===== src/cbm_pkg.sv =====
// package for the coprocessor bus master output block
package cbm_pkg;
    localparam int REG_W = 4;
    localparam int DATA_W = 32;
    localparam int CMD_W = 8;
    localparam logic [CMD_W-1:0] CMD_NOP = 8'h00;
    localparam logic [CMD_W-1:0] CMD_WRITE_W = 8'h01;
    localparam logic [CMD_W-1:0] CMD_WRITE_D = 8'h02;
    localparam logic [CMD_W-1:0] CMD_READ_W = 8'h03;
    localparam logic [CMD_W-1:0] CMD_READ_D = 8'h04;
    localparam logic [CMD_W-1:0] CMD_MTSR = 8'h05;
    localparam logic [CMD_W-1:0] CMD_MFSR = 8'h06;
    localparam logic [CMD_W-1:0] CMD_MTDR = 8'h07;
    localparam logic [CMD_W-1:0] CMD_MFDR = 8'h08;
    localparam int COP_BIT = 7;
    localparam int SYS_LO_MSB = 3;
    localparam int SYS_HI_LSB = 4;
    localparam logic [REG_W-1:0] REG_ONE = 4'h1;

    typedef enum logic [2:0] {
        CBM_COP,
        CBM_WORD_WR,
        CBM_DBL_WR,
        CBM_WORD_RD,
        CBM_DBL_RD,
        CBM_SYSREG
    } cbm_kind_t;

    // request from the load/store pipeline
    typedef struct packed {
        cbm_kind_t kind;
        logic [CMD_W-1:0] cmd;
        logic [REG_W-1:0] cpno;
        logic [REG_W-1:0] dest_unit_reg;
        logic [REG_W-1:0] source_unit_reg;
        logic [REG_W-1:0] first_src_reg;
        logic [REG_W-1:0] second_src_reg;
        logic [7:0] sysreg_index;
        logic [63:0] data;
    } cbm_req_t;

    // bus-side word
    typedef struct packed {
        logic [CMD_W-1:0] cmd;
        logic [REG_W-1:0] cpno;
        logic [REG_W-1:0] rega;
        logic [REG_W-1:0] regb;
        logic [REG_W-1:0] regc;
        logic [DATA_W-1:0] wdataa;
        logic [DATA_W-1:0] wdatab;
    } cbm_bus_t;
endpackage


===== src/cbm_master.sv =====
// cpu-side output stage of the tightly coupled coprocessor bus
// Notes on behaviour
// - cop: dest on A, sources on B, C
// - word uses A; double: A=reg+1, B=reg
// - sysreg moves: index low nibble on A
// - flushed high cycle after pipeline flush
// - data-stage address exception causes flush
// - stalled high cycle after stall, else low
// - two 32-bit write buses A and B
// - word data on A only; B ignored
// - double: high word A, low word B
// - cpno carries index high nibble or unit
// - low ready stalls; bus outputs held meanwhile
// - stalled high after any low ready
module cbm_master
    import cbm_pkg::*;
(
    input wire logic clk_i,
    input wire logic reset_i,
    input wire logic req_valid_i,
    output logic req_ready_o,
    input wire cbm_req_t req_i,
    input wire logic ls_stall_i,
    input wire logic ls_flush_i,
    input wire logic addr_exc_i,
    input wire logic bus_ready_i,
    output logic [CMD_W-1:0] bus_cmd_o,
    output logic [REG_W-1:0] bus_cpno_o,
    output logic [REG_W-1:0] bus_rega_o,
    output logic [REG_W-1:0] bus_regb_o,
    output logic [REG_W-1:0] bus_regc_o,
    output logic [DATA_W-1:0] bus_wdataa_o,
    output logic [DATA_W-1:0] bus_wdatab_o,
    output logic cpu_flushed_o,
    output logic cpu_stalled_o
);
    logic buf_in_ready;
    logic buf_valid;
    logic [$bits(cbm_req_t)-1:0] buf_raw;
    cbm_req_t head;
    cbm_bus_t next_bus;
    cbm_bus_t bus;
    logic [DATA_W-1:0] data_hi;
    logic [DATA_W-1:0] data_lo;

    // pipeline stalls on slave back-pressure or its own stall
    wire stall_now = ls_stall_i || !bus_ready_i;
    wire flush_now = ls_flush_i || addr_exc_i;
    wire advance = !stall_now;

    cbm_skid #(
        .WIDTH($bits(cbm_req_t))
    ) u_buf (
        .clk_i(clk_i),
        .reset_i(reset_i),
        .in_valid_i(req_valid_i),
        .in_ready_o(buf_in_ready),
        .in_data_i(req_i),
        .out_valid_o(buf_valid),
        .out_ready_i(advance),
        .out_data_o(buf_raw)
    );

    assign req_ready_o = buf_in_ready;
    assign head = cbm_req_t'(buf_raw);
    assign data_hi = head.data[63:32];
    assign data_lo = head.data[31:0];

    always_comb begin
        next_bus = '0;
        next_bus.cmd = CMD_NOP;
        if (buf_valid && !flush_now) begin
            next_bus.cmd = head.cmd;
            next_bus.cpno = head.cpno;
            unique case (head.kind)
                CBM_COP: begin
                    next_bus.rega = head.dest_unit_reg;
                    next_bus.regb = head.first_src_reg;
                    next_bus.regc = head.second_src_reg;
                end
                CBM_WORD_WR: begin
                    next_bus.rega = head.dest_unit_reg;
                    next_bus.wdataa = data_lo;
                end
                CBM_DBL_WR: begin
                    next_bus.rega = REG_W'(head.dest_unit_reg + REG_ONE);
                    next_bus.regb = head.dest_unit_reg;
                    next_bus.wdataa = data_hi;
                    next_bus.wdatab = data_lo;
                end
                CBM_WORD_RD: begin
                    next_bus.rega = head.source_unit_reg;
                end
                CBM_DBL_RD: begin
                    next_bus.rega = REG_W'(head.source_unit_reg + REG_ONE);
                    next_bus.regb = head.source_unit_reg;
                end
                CBM_SYSREG: begin
                    next_bus.rega = head.sysreg_index[SYS_LO_MSB:0];
                    next_bus.cpno = head.sysreg_index[7:SYS_HI_LSB];
                    next_bus.wdataa = data_lo;
                end
                default: begin
                    next_bus.cmd = CMD_NOP;
                end
            endcase
        end
    end

    always_ff @(posedge clk_i) begin
        if (reset_i) begin
            bus <= '0;
        end else if (advance) begin
            bus <= next_bus;
        end
    end

    // one-cycle-late status registers
    always_ff @(posedge clk_i) begin
        if (reset_i) begin
            cpu_flushed_o <= 1'b0;
            cpu_stalled_o <= 1'b0;
        end else begin
            cpu_flushed_o <= flush_now;
            cpu_stalled_o <= stall_now;
        end
    end

    assign bus_cmd_o = bus.cmd;
    assign bus_cpno_o = bus.cpno;
    assign bus_rega_o = bus.rega;
    assign bus_regb_o = bus.regb;
    assign bus_regc_o = bus.regc;
    assign bus_wdataa_o = bus.wdataa;
    assign bus_wdatab_o = bus.wdatab;

    AST_FLUSH_LATE: assert property (@(posedge clk_i) disable iff (reset_i)
        flush_now |=> cpu_flushed_o) else $error("flushed not raised after flush");
    AST_EXC_FLUSH: assert property (@(posedge clk_i) disable iff (reset_i)
        addr_exc_i |=> cpu_flushed_o) else $error("address exception did not flush");
    AST_STALL_TRACK: assert property (@(posedge clk_i) disable iff (reset_i)
        ##1 cpu_stalled_o == $past(stall_now)) else $error("stalled not one cycle late");
    AST_READY_LOW: assert property (@(posedge clk_i) disable iff (reset_i)
        !bus_ready_i |=> cpu_stalled_o) else $error("stalled low after ready low");
    AST_HOLD: assert property (@(posedge clk_i) disable iff (reset_i)
        stall_now |=> $stable(bus_cmd_o) && $stable(bus_cpno_o) && $stable(bus_rega_o)
            && $stable(bus_regb_o) && $stable(bus_regc_o) && $stable(bus_wdataa_o)
            && $stable(bus_wdatab_o))
        else $error("bus changed during stall");
    AST_DBL_REG: assert property (@(posedge clk_i) disable iff (reset_i)
        advance && !flush_now && buf_valid && head.kind == CBM_DBL_WR
        |=> bus_rega_o == bus_regb_o + REG_ONE) else $error("double register pair wrong");
    AST_DBL_DATA: assert property (@(posedge clk_i) disable iff (reset_i)
        advance && !flush_now && buf_valid && head.kind == CBM_DBL_WR
        |=> {bus_wdataa_o, bus_wdatab_o} == $past(head.data)) else $error("double data order");
    AST_COP_REGS: assert property (@(posedge clk_i) disable iff (reset_i)
        advance && !flush_now && buf_valid && head.kind == CBM_COP
        |=> {bus_rega_o, bus_regb_o, bus_regc_o} == {$past(head.dest_unit_reg),
            $past(head.first_src_reg), $past(head.second_src_reg)})
        else $error("cop operands wrong");
    AST_SYS_SPLIT: assert property (@(posedge clk_i) disable iff (reset_i)
        advance && !flush_now && buf_valid && head.kind == CBM_SYSREG
        |=> {bus_cpno_o, bus_rega_o} == $past(head.sysreg_index)) else $error("sysreg split");
endmodule // cbm_master


===== src/cbm_skid.sv =====
// two-entry buffer with valid/ready on both sides
module cbm_skid
    import cbm_pkg::*;
#(
    parameter int WIDTH = 8
) (
    input wire logic clk_i,
    input wire logic reset_i,
    input wire logic in_valid_i,
    output logic in_ready_o,
    input wire logic [WIDTH-1:0] in_data_i,
    output logic out_valid_o,
    input wire logic out_ready_i,
    output logic [WIDTH-1:0] out_data_o
);
    logic [WIDTH-1:0] mem [2];
    logic rd_ptr;
    logic wr_ptr;
    logic [1:0] count;
    logic [1:0] next_count;
    logic room;
    wire push = in_valid_i && in_ready_o;
    wire pop = out_valid_o && out_ready_i;

    // ready comes from a flop so the upstream sees no compare path
    assign in_ready_o = room;
    assign out_valid_o = (count != 2'h0);
    assign out_data_o = mem[rd_ptr];
    assign next_count = 2'(count + {1'b0, push} - {1'b0, pop});

    always_ff @(posedge clk_i) begin
        if (reset_i) begin
            rd_ptr <= 1'b0;
            wr_ptr <= 1'b0;
            count <= 2'h0;
            room <= 1'b1;
        end else begin
            if (push) begin
                wr_ptr <= ~wr_ptr;
            end
            if (pop) begin
                rd_ptr <= ~rd_ptr;
            end
            count <= next_count;
            room <= (next_count != 2'h2);
        end
    end

    always_ff @(posedge clk_i) begin
        if (push) begin
            mem[wr_ptr] <= in_data_i;
        end
    end
endmodule // cbm_skid


===== config.mk =====
export PLATFORM = sky130hd
export DESIGN_NAME = cbm_master
export DESIGN_NICKNAME = d
export VERILOG_FILES = /design/src/cbm_pkg.sv /design/src/cbm_master.sv /design/src/cbm_skid.sv
export SDC_FILE = /design/constraint.sdc
export NUM_CORES = 1
export LEC_CHECK = 0
export BUFFER_PORTS_ARGS = -buffer_cell sky130_fd_sc_hd__buf_2
export CORE_MARGIN = 4
export CORE_UTILIZATION = 45
export CTS_BUF_LIST = sky130_fd_sc_hd__clkbuf_4 sky130_fd_sc_hd__clkbuf_8 sky130_fd_sc_hd__clkbuf_16
export CTS_CLUSTER_SIZE = 14
export DETAILED_ROUTE_END_ITERATION = 10
export PLACE_DENSITY = 0.76
export SLEW_MARGIN = 15
export SYNTH_ARGS = -nofsm -noshare
export SYNTH_HDL_FRONTEND = slang
export SYNTH_SLANG_ARGS = --single-unit

===== constraint.sdc =====
create_clock -name clk_i -period 5.6 [get_ports clk_i]
set_clock_uncertainty 0.15 [all_clocks]
set_input_delay 0.56 -clock clk_i [delete_from_list [all_inputs] [get_ports clk_i]]
set_output_delay 0.56 -clock clk_i [all_outputs]
set_load 0.01 [all_outputs]

==> After elaboration in Yosys (flattened, before gate mapping) <==
Memories as Yosys holds them, arrays and structs flattened. A register that Yosys moved wholly into a read port is not among the register bits.
Index checks and enable logic that the tools add are counted.
{ "totals": {"out_inout_bits": 91, "input_bits": 110, "reg_bits": 95, "ramBits": 206, "mem_count": 1} }
{ "mem_list": {"columns": ["name", "words", "word_bits", "read_ports", "rd_ports_with_merged_regs", "wr", "line", "rtl"], "rows": [
  ["u_buf.mem", 2, 103, 1, 1, 1, "cbm_skid.sv:16", "logic [WIDTH-1:0] mem [2];"]
]} }
{ "classes": {"n_bitwise": 2, "addsub": 4, "n_reduce_logical": 13, "mux": 12, "n_eq_ne": 6} }
{ "ops": {"columns": ["op", "count"], "rows": [
  ["88-bit two-way mux", 1],
  ["32-bit one-hot mux with 2 select lines", 1],
  ["32-bit two-way mux", 1],
  ["4-bit one-hot mux with 5 select lines", 1],
  ["4-bit one-hot mux with 3 select lines", 1],
  ["4-bit by 1-bit adder with 4-bit output (second input constant)", 2],
  ["4-bit two-way mux", 2],
  ["8-bit two-way mux", 1],
  ["3-bit by 2-bit equality test with 1-bit output (second input constant)", 2],
  ["3-bit equality test (second input constant)", 2],
  ["6-bit OR reduction", 1],
  ["1-bit two-way mux", 4],
  ["2-bit OR reduction", 2],
  ["3-bit by 1-bit equality test with 1-bit output (second input constant)", 1],
  ["1-bit logical AND", 3],
  ["1-bit zero test", 3],
  ["3-bit zero test", 1],
  ["2-bit by 1-bit adder with 2-bit output", 1],
  ["1-bit logical OR", 2],
  ["2-bit != test (second input constant)", 1],
  ["1-bit inverter", 2],
  ["2-bit nonzero test", 1],
  ["2-bit by 1-bit subtractor with 2-bit output", 1]
]} }

==> Depth between registers and ports, before layout <==
Gate-level depths: netlist (run 1).
{ "logic_depth": {"depth_word": 6, "depth_mapped": 10, "depth_no_buf": 8} }

==> Hierarchy <==
Synthesis (run 1) repeated with hierarchy kept, for this count alone.
{ "unflattened": {"cells_unflattened": 669, "area_unflattened_um2": 11136.9} }
{ "by_module_without_submodules": {"columns": ["mod", "instances", "seq_area_each_um2", "area_each_um2", "cells_per_inst"], "rows": [
  ["cbm_skid", 1, 6306.0, 7664.9, 346],
  ["cbm_master", 1, 1801.7, 3472.1, 323]
]} }

==> Least setup slack after synthesis (run 1) <==
No wires, ideal clock.
{ "synth_timing": {"path_type": "input port to flip-flop", "start": "input req_valid_i", "end": "memory u_buf.mem[0][0] in the netlist's numbering, enable pin", "cell_stages": 2, "path_buffers": 0, "arrival_time_ns": 4.942, "setup_slack_ns": -0.057, "path_cell_list": "nand2_1 -> nor2_1"} }
{ "synth_between": {"elab_chain_cells": 3} }
{ "synth_rtl": {"columns": ["element", "line", "rtl"], "rows": [
  ["start, declared", "cbm_master.sv:20", "input wire logic req_valid_i,"],
  ["1-bit logical AND", "cbm_skid.sv:22", "wire push = in_valid_i && in_ready_o;"],
  ["1-bit two-way mux", "cbm_skid.sv:50", "if (push) begin"],
  ["1-bit two-way mux (implied by the code)", "cbm_skid.sv:51", "mem[wr_ptr] <= in_data_i;"],
  ["end, declared", "cbm_skid.sv:16", null]
]} }
No other way between the ends.

==> results of run 1 <==
flip-flops by register name (all words and copies together), names as in the netlist, 2 cells and up, named ones only:
register and cells:
bus_wdataa_o 32, bus_regb_o 4, bus_cpno_o 4, bus_rega_o 4, u_buf.count 2, u_buf.mem 206, bus_cmd_o 8, bus_wdatab_o 32
bus_regc_o 4
Yosys cell counts (3+ instances only):
| cell type | instances | area, sq um |
|---|---|---|
| a22oi_1 | 32 | 240 |
| dfxtp_1 | 96 | 1920 |
| buf_6 | 6 | 67.6 |
| xor2_1 | 3 | 26.3 |
| mux2i_1 | 99 | 991 |
| edfxtp_1 | 206 | 6190 |
| nand4_1 | 3 | 18.8 |
| nor2_1 | 50 | 188 |
| nand3_1 | 5 | 25.0 |
| a21oi_1 | 5 | 25.0 |
| buf_2 | 12 | 60.1 |
| nand2_1 | 29 | 109 |
| nor3_1 | 4 | 20.0 |
| mux2i_2 | 3 | 41.3 |
| clkbuf_1 | 13 | 48.8 |
| xnor2_1 | 3 | 26.3 |
| inv_1 | 3 | 11.3 |
| a221o_1 | 4 | 40.0 |
| mux2_2 | 4 | 45.0 |
| a32o_1 | 3 | 30.0 |
| o21ai_1 | 49 | 245 |
| ha_1 | 3 | 37.5 |
| buf_4 | 4 | 30.0 |
| a22o_1 | 35 | 307 |
| nor2_2 | 3 | 18.8 |
worst max-delay path, cell delays in order (launching register included):
cell and delay [ns]:
dfxtp_4 0.95, mux2i_1 0.83, nand3_2 0.94, o21ai_1 0.41
layout make-up:
type	instances	share of cell area (%)
inverter	3	0.0842
timing repair buffer	206	7.82
clock buffer	52	7.35
tap	324	3.03
multi-input combinational	371	20.8
sequential	302	60.7
antenna	5	0.0936
clock inverter	4	0.131
how the worst max path moves through the flow:
stage / from / to / cells after the start
final: register / bus_wdataa_o[29] / 3
after global routing: register / bus_wdataa_o[5] / 3
after CTS: register / bus_wdataa_o[29] / 3
after detailed placement: register / bus_wdataa_o[29] / 3
after floorplan: req_valid_i / u_buf.mem[0][0] / 2
after global placement: register / bus_rega_o[1] / 6
report_power, final:
| part | internal, mW | total [mW] | switching [mW] | leakage (nW) |
|---|---|---|---|---|
| logic | 0.278 | 0.752 | 0.474 | 1.80 |
| registers | 2.71 | 2.82 | 0.116 | 2.70 |
| clock network | 1.18 | 1.96 | 0.772 | 0.510 |
cells by family (layout without fill, tap and decap cells):
| group | Yosys count | in the layout |
|---|---|---|
| other | 0 | 5 |
| muxes | 109 | 109 |
| xor gates and xnor gates | 6 | 6 |
| AOI/OAI and AO/OA | 144 | 144 |
| adders and majority gates | 3 | 3 |
| and+or+nand+nor | 109 | 109 |
| DFF | 302 | 302 |
| buffers and inverters | 41 | 265 |
per-layer routing:
| layer | part of all wire (%) | vias up |
|---|---|---|
| li1 | - | 3155 |
| met1 | 41 | 3251 |
| met2 | 49 | 224 |
| met3 | 7.2 | 57 |
| met4 | 2.9 | 10 |
| met5 | 0.28 | - |
stage by stage:
step | hold slack, ns | instance area (sq um) | power, mW | worst slack (ns)
2_1_floorplan | 0.321 | 11100 | 3.42 | 1.68
3_3_place_gp | 0.286 | 12400 | 3.60 | 2.37
3_5_place_dp | 0.293 | 12400 | 3.63 | 2.17
4_1_cts | 0.0336 | 13400 | 5.59 | 2.17
5_1_grt | 0.0345 | 13400 | 5.78 | 1.92
6_report | 0.0619 | 13400 | 5.53 | 2.19
==> results_dict.tcl, run 1 <==
set metrics [dict create \
    synth_compound_area_share_pct 9.13 \
    htreeDepth 1 \
    regToRegEndpoint "bus_wdataa_o[29]" \
    numCtsBuffers 30 \
    area_delta_synth_final_pct 20.5 \
    status "complete, no violations" \
    row_count 57 \
    cts.clk_slew.worst_paths_ns 0.06 \
    r2r_cells 3 \
    ir_drop_v 0.000208 \
    finalHoldViolCount 0 \
    power.leakage_nw 5.02 \
    die_w_um 165 \
    yosys_warnings 0 \
    timing.final.max_slew_violations 0 \
    syn-cell-area_sq_mm 0.0111 \
    post_cts_resized 0 \
    critPathRequiredTime_ns 5.89 \
    gp_congestion 0.834 \
    synth_xor_area_share_pct 0.473 \
    core_area_sq_mm 0.0243 \
    worstHoldPathType "input pin to register" \
    slew_headroom_pct 29.5 \
    ys_seq_area_share_pct 73.0 \
    vias 6697 \
    yosysUniqueCellTypes 53 \
    ant_nets 0 \
    seqCellArea_sq_mm 0.00811 \
    synth-edff-count 206 \
    vias_per_cell 5.29 \
    arrival_ns 3.70 \
    gr-total-overflow 0 \
    io_pins 201 \
    drt_first_pass_iters 5 \
    mostFrequentLayoutCell "edfxtp_1" \
    critPathMaxFanout 58 \
    setup.worst_path.start_class "register" \
    clock.fmax_mhz 293 \
    cts_tree "yes" \
    end_kind "register" \
    synthAdderAreaFrac_pct 0.338 \
    hpwl_mm 15.6 \
    drt-total-wl_mm 24.7 \
    top_usage_layer "met2" \
    holdBufCountCts 0 \
    worstSetupPathType "register to register" \
    synth_cells 714 \
    setup_viol 0 \
    layout.nets 1027 \
    synth_seq_cells 302 \
    grt_max_degree 89 \
    grt_pass1_vias 6791 \
    postCtsSetupBuffers 0 \
    period_share_pct 60.9 \
    clk_latency_ns 0.54 \
    fillCellCount 1995 \
    dieArea_sq_mm 0.0272 \
    drc 0 \
    utilization_pct 55.0 \
    cts_num_sinks 302 \
    ys.flop_type "edfxtp_1" \
    initial_core_util_pct 45.7 \
    use_met1_pct 22.7 \
    synthArstFlopShare_pct 0 \
    min_period_ns 3.41 \
    drtIter0Drc 405 \
    antenna_found_initial 10 \
    whs_endpoint "u_buf.mem[0][38]" \
    multiInputGateArea_sq_mm 0.00279 \
    hold_depth 1 \
    rsz0062_at_grt "false" \
    grt.total_usage_pct 17.5 \
    cts_buffer_depth 3 \
    synth_area_per_cell_sq_um 15.5 \
    min_from "req_i[38]" \
    cap_violations 0 \
    yosys.area_share.simple_pct 4.74 \
    cellPowerDensity_mw_per_mm2 414 \
    root_buffer "clkbuf_16" \
    wire_per_inst_um 19.5 \
    dp_cells 1206 \
    synth_top_family_by_area "multiplexers" \
    finalSetupTns_ns 0 \
    met2_usage_pct 29.0 \
    max_slew.worst_pin.slew_ns 1.06 \
    grt_pass1_wl_mm 37.3 \
    reg2reg_slack_ns 2.19 \
    die_h_um 165 \
    synth_nets 827 \
    met3_usage_pct 4.27 \
    instances_no_fill 1267 \
    layout_common_cells "206 x edfxtp_1, 200 x buf_2, 99 x mux2i_1, 95 x dfxtp_1, 49 x o21ai_1" \
    synthMuxAreaShare_pct 10.1 \
    drive_gt1_share_pct 30.5 \
    port_buffers 200 \
]
(Power assumes the default switching activity.)
==> run 2, diff against run 1 <==
Clock period 5.6 ns to 2.8 ns, I/O delays scaled along.
==> results_dict.tcl, run 2 (synthesis results as in run 1) <==
set metrics [dict create \
    critPathMaxStageDelay_ns 0.60 \
    power_frac_comb_pct 15.5 \
    die_w_um 165 \
    numCtsBuffers 30 \
    instances_no_fill 1384 \
    finalSetupTns_ns 0 \
    cellPowerDensity_mw_per_mm2 784 \
    drtIter0Drc 552 \
    root_buffer "clkbuf_16" \
    slew_headroom_pct 31.8 \
    die_h_um 165 \
    critPathSlowestCell "buf_4" \
    max_flop_register "u_buf.mem" \
    dp_cells 1216 \
    rsz0062_at_grt "false" \
    worstHoldPathType "input pin to register" \
    cap_violations 0 \
    p_sw_mw 2.87 \
    htreeDepth 1 \
    hpwl_mm 15.9 \
    hold_ws_ns 0.0730 \
    ant_nets 0 \
    io_pins 201 \
    drt_first_pass_iters 5 \
    pre_cts_slack_ns 0.462 \
    cts_num_sinks 302 \
    grt_pass1_wl_mm 40.6 \
    row_count 57 \
    p_clk_share_pct 35.8 \
    cts_buffer_depth 3 \
    initial_core_util_pct 45.7 \
    area_delta_synth_final_pct 31.7 \
    port_buffers 200 \
    setup_ws_ns 0.240 \
    dieArea_sq_mm 0.0272 \
    finalPower_mw 11.5 \
    postCtsSetupBuffers 0 \
    layout.nets 1146 \
    grt_max_degree 104 \
    ir_drop_v 0.000623 \
    status "complete, no violations" \
    gp_congestion 0.875 \
    cts_tree "yes" \
    period_share_pct 91.4 \
    p_int_mw 8.60 \
    worstSetupPathType "register to register" \
    max_slew.worst_pin.slew_ns 1.02 \
    mostFrequentLayoutCell "edfxtp_1" \
    min_period_ns 2.56 \
    timing.final.max_slew_violations 0 \
    largest_register_ffs 206 \
    wire_per_inst_um 19.2 \
    vias_per_cell 5.22 \
    layout_common_cells "206 x edfxtp_1, 200 x buf_2, 109 x dlygate4sd3_1, 99 x mux2i_1, 95 x dfxtp_1" \
    drt-total-wl_mm 26.6 \
    power.leakage_nw 5.56 \
    clock.fmax_mhz 391 \
    antenna_found_initial 2 \
    core_area_sq_mm 0.0243 \
    drc 0 \
    critPathMaxFanout 37 \
    grt.total_usage_pct 19.0 \
    grt_pass1_vias 7653 \
    critPathRequiredTime_ns 3.13 \
    setup_viol 0 \
    cts.clk_slew.worst_paths_ns 0.06 \
    setup.worst_path.start_class "register" \
    arrival_ns 2.89 \
    clk_latency_ns 0.55 \
    worstPathCellList "buf_4 > mux2i_1 > nor2_1 > o21ai_0 > a31oi_1 > dlygate4sd3_1" \
    switching_share_pct 25.0 \
    drive_gt1_share_pct 28.1 \
    end_kind "register" \
    vias 7230 \
    finalHoldViolCount 0 \
    seqPwrFrac_pct 48.7 \
    gr-total-overflow 0 \
]
-- run 2: cell count changes in the layout (fill, tap and decap cells not counted), sizes merged --
cell         change
dlygate4sd3    +109
buf             +10
clkinv           +5
bufinv           +3
diode            -2
clkbuf           -8
-- run 2: power groups by stage --
stage	Combinational, mW	Sequential, mW	Clock (mW)
4_1_cts	1.78	5.58	4.19
2_1_floorplan	1.17	5.64	0
3_3_place_gp	1.61	5.64	0
3_5_place_dp	1.65	5.67	0
5_1_grt	1.93	5.62	4.40
6_report	1.77	5.58	4.11
-- run 2: layer usage --
layer | vias up | GRT usage [%] | routed length (um)
met5 | - | 0 | 0
met4 | 0 | 6.28 | 817
met3 | 58 | 3.77 | 1710
met2 | 269 | 33.0 | 13400
met1 | 3525 | 23.8 | 10700
li1 | 3378 | - | -
-- run 2: through the flow --
step	util, %	area, sq um
after global placement	51.3	12500
final	60.1	14600
after floorplan	-	11100
after CTS	60.1	14600
after global routing	60.1	14600
after detailed placement	51.3	12500
-- run 2: what timing repair did --
action                                  4_1_cts  5_1_grt
hold buffers                                109        0
endpoints found under the setup margin        0        0
gates resized for setup                       0        0
hold endpoints to repair                    213        0
-- run 2: path summary, 6_finish.rpt --
| kind | startpoint | end | slack, ns | cells after the start |
|---|---|---|---|---|
| worst max-delay path | register | bus_wdataa_o[2] | 0.24 | 6 |
| worst min-delay path | req_valid_i | u_buf.wr_ptr | 0.07 | 4 |
| worst max register to register | register | bus_wdataa_o[2] | 0.24 | 6 |
| worst min register to register | bus_regc_o[2] | bus_regc_o[2] | 0.29 | 2 |
-- run 2: final cells by class --
cell class / count / area (sq um)
fill: 1818 / 9700
antenna: 3 / 7.51
clock inverter: 12 / 145
sequential: 302 / 8110
timing repair buffer: 325 / 2260
clock buffer: 44 / 893
tap: 324 / 405
inverter: 3 / 11.3
multi-input combinational: 371 / 2790
-- run 2: worst max-delay path: cells and delay by family, from the launching register on --
family          cells  cell delay [ns]
compound gates      2             0.33
buf+inv             2             1.15
flops               1             0.46
mux                 1             0.16
simple gates        1             0.24
==> run 3, diff against run 2 <==
Settings changed: CORE_MARGIN 4 to 2, CORE_UTILIZATION 45 to 39, PLACE_DENSITY 0.76 to 0.69.
==> results_dict.tcl, run 3 (synthesis results as in run 1) <==
set metrics [dict create \
    status "complete, no violations" \
    finalHoldViolCount 0 \
    die_h_um 173 \
    grt_pass1_vias 7188 \
    dieArea_sq_mm 0.0298 \
    stdcell_area_sq_mm 0.0148 \
    cts_num_sinks 302 \
    hold_ws_ns 0.0825 \
    drtIter0Drc 418 \
    hold_depth 4 \
    min_from "req_valid_i" \
    postCtsSetupBuffers 0 \
    power.leakage_nw 5.58 \
    clock.fmax_mhz 393 \
    end_kind "register" \
    cts.clk_slew.worst_paths_ns 0.06 \
    diodes 0 \
    ant_nets 0 \
    drc 0 \
    die_w_um 173 \
    area_delta_synth_final_pct 32.9 \
    timing.final.max_slew_violations 0 \
    placed_area_sq_mm 0.0126 \
    drt-total-wl_mm 25.3 \
    port_buffers 200 \
    antenna_found_initial 0 \
    io_pins 201 \
    vias_per_cell 4.95 \
    cts_buffer_depth 3 \
    mostFrequentLayoutCell "edfxtp_1" \
    worstHoldPathType "input pin to register" \
    largest_register_ffs 206 \
    gp_congestion 0.814 \
    regToRegEndpoint "bus_wdataa_o[2]" \
    setup.worst_path.start_class "register" \
    drive_gt1_share_pct 27.7 \
    max_slew.worst_pin.slew_ns 1.03 \
    hpwl_mm 15.6 \
    critPathRequiredTime_ns 3.14 \
    critPathMaxFanout 15 \
    period_share_pct 90.9 \
    root_buffer "clkbuf_16" \
    layout_common_cells "206 x edfxtp_1, 200 x buf_2, 109 x dlygate4sd3_1, 99 x mux2i_1, 95 x dfxtp_1" \
    gr-total-overflow 0 \
    finalSetupTns_ns 0 \
    grt_max_degree 89 \
    rsz0062_at_grt "false" \
    worstSetupPathType "register to register" \
    setup_viol 0 \
    cellPowerDensity_mw_per_mm2 787 \
    arrival_ns 2.89 \
    max_flop_register "u_buf.mem" \
    core_area_sq_mm 0.0279 \
    cts_tree "yes" \
    vias 7099 \
    fillCellCount 2374 \
    initial_core_util_pct 39.7 \
    wire_per_inst_um 17.7 \
    whs_endpoint "u_buf.wr_ptr" \
    slew_headroom_pct 31.4 \
    layout.nets 1144 \
    htreeDepth 1 \
    grt.total_usage_pct 16.6 \
    ir_drop_v 0.000597 \
    clk_latency_ns 0.55 \
    numCtsBuffers 31 \
    row_count 61 \
    finalPower_mw 11.6 \
    cap_violations 0 \
    r2r_cells 6 \
    grt_pass1_wl_mm 39.4 \
    reg2reg_slack_ns 0.26 \
    drt_first_pass_iters 5 \
    min_period_ns 2.54 \
]
run 3: worst max-delay path by stage:
stage / slack [ns] / start / depth (start not counted) / to
floorplan: 0.18 / u_buf.in_ready_o / 2 / u_buf.mem[0][0]
global placement: 0.31 / register / 5 / bus_wdatab_o[19]
detailed placement: 0.29 / register / 5 / bus_wdatab_o[11]
CTS: 0.26 / register / 6 / bus_wdataa_o[2]
global route: 0.08 / register / 6 / bus_wdataa_o[12]
finish: 0.26 / register / 6 / bus_wdataa_o[2]
run 3: cell type report:
type | count | area [sq um] | share of cell area, %
flip-flops and latches | 302 | 8110 | 55.0
multi-input cells | 371 | 2790 | 18.9
repair buffers | 322 | 2280 | 15.4
clock buffers | 42 | 947 | 6.42
well taps | 378 | 473 | 3.20
clock inverters | 15 | 151 | 1.03
inverters | 3 | 11.3 | 0.0763
run 3: worst max-delay path, stage by stage, from the launching register on:
cell and delay, ns:
dfxtp_4 0.50, mux2_4 0.39, nor2_2 0.22, nand2_1 0.14, or3_1 0.37, a31oi_1 0.15, dlygate4sd3_1 0.56
run 3: per-stage QoR:
stage | cells | util, % | setup slack (ns)
after floorplan | 714 | - | 0.182
after global placement | 1267 | 45.0 | 0.312
after CTS | 1433 | 52.8 | 0.259
final | 1433 | 52.8 | 0.255
after global routing | 1433 | 52.8 | 0.0848
after detailed placement | 1267 | 45.0 | 0.286
run 3: report_power, final:
group          switching (mW)  total [mW]  internal, mW
Combinational            1.05        1.76         0.705
Clock                    1.65        4.28          2.64
Sequential              0.170        5.58          5.41
run 3: layer usage:
metal / vias to the layer above / global-route usage [%] / share of wire [%]
li1: 3380 / - / -
met1: 3455 / 21.1 / 42
met2: 221 / 28.8 / 50
met3: 43 / 3.21 / 6.1
met4: 0 / 5.12 / 2.5
met5: - / 0 / 0
run 3: what timing repair did:
| action | 4_1_cts | 5_1_grt |
|---|---|---|
| endpoints found under the setup margin | 0 | 0 |
| endpoints found under the hold margin | 213 | 0 |
| resized for setup | 0 | 0 |
| hold buffers | 109 | 0 |
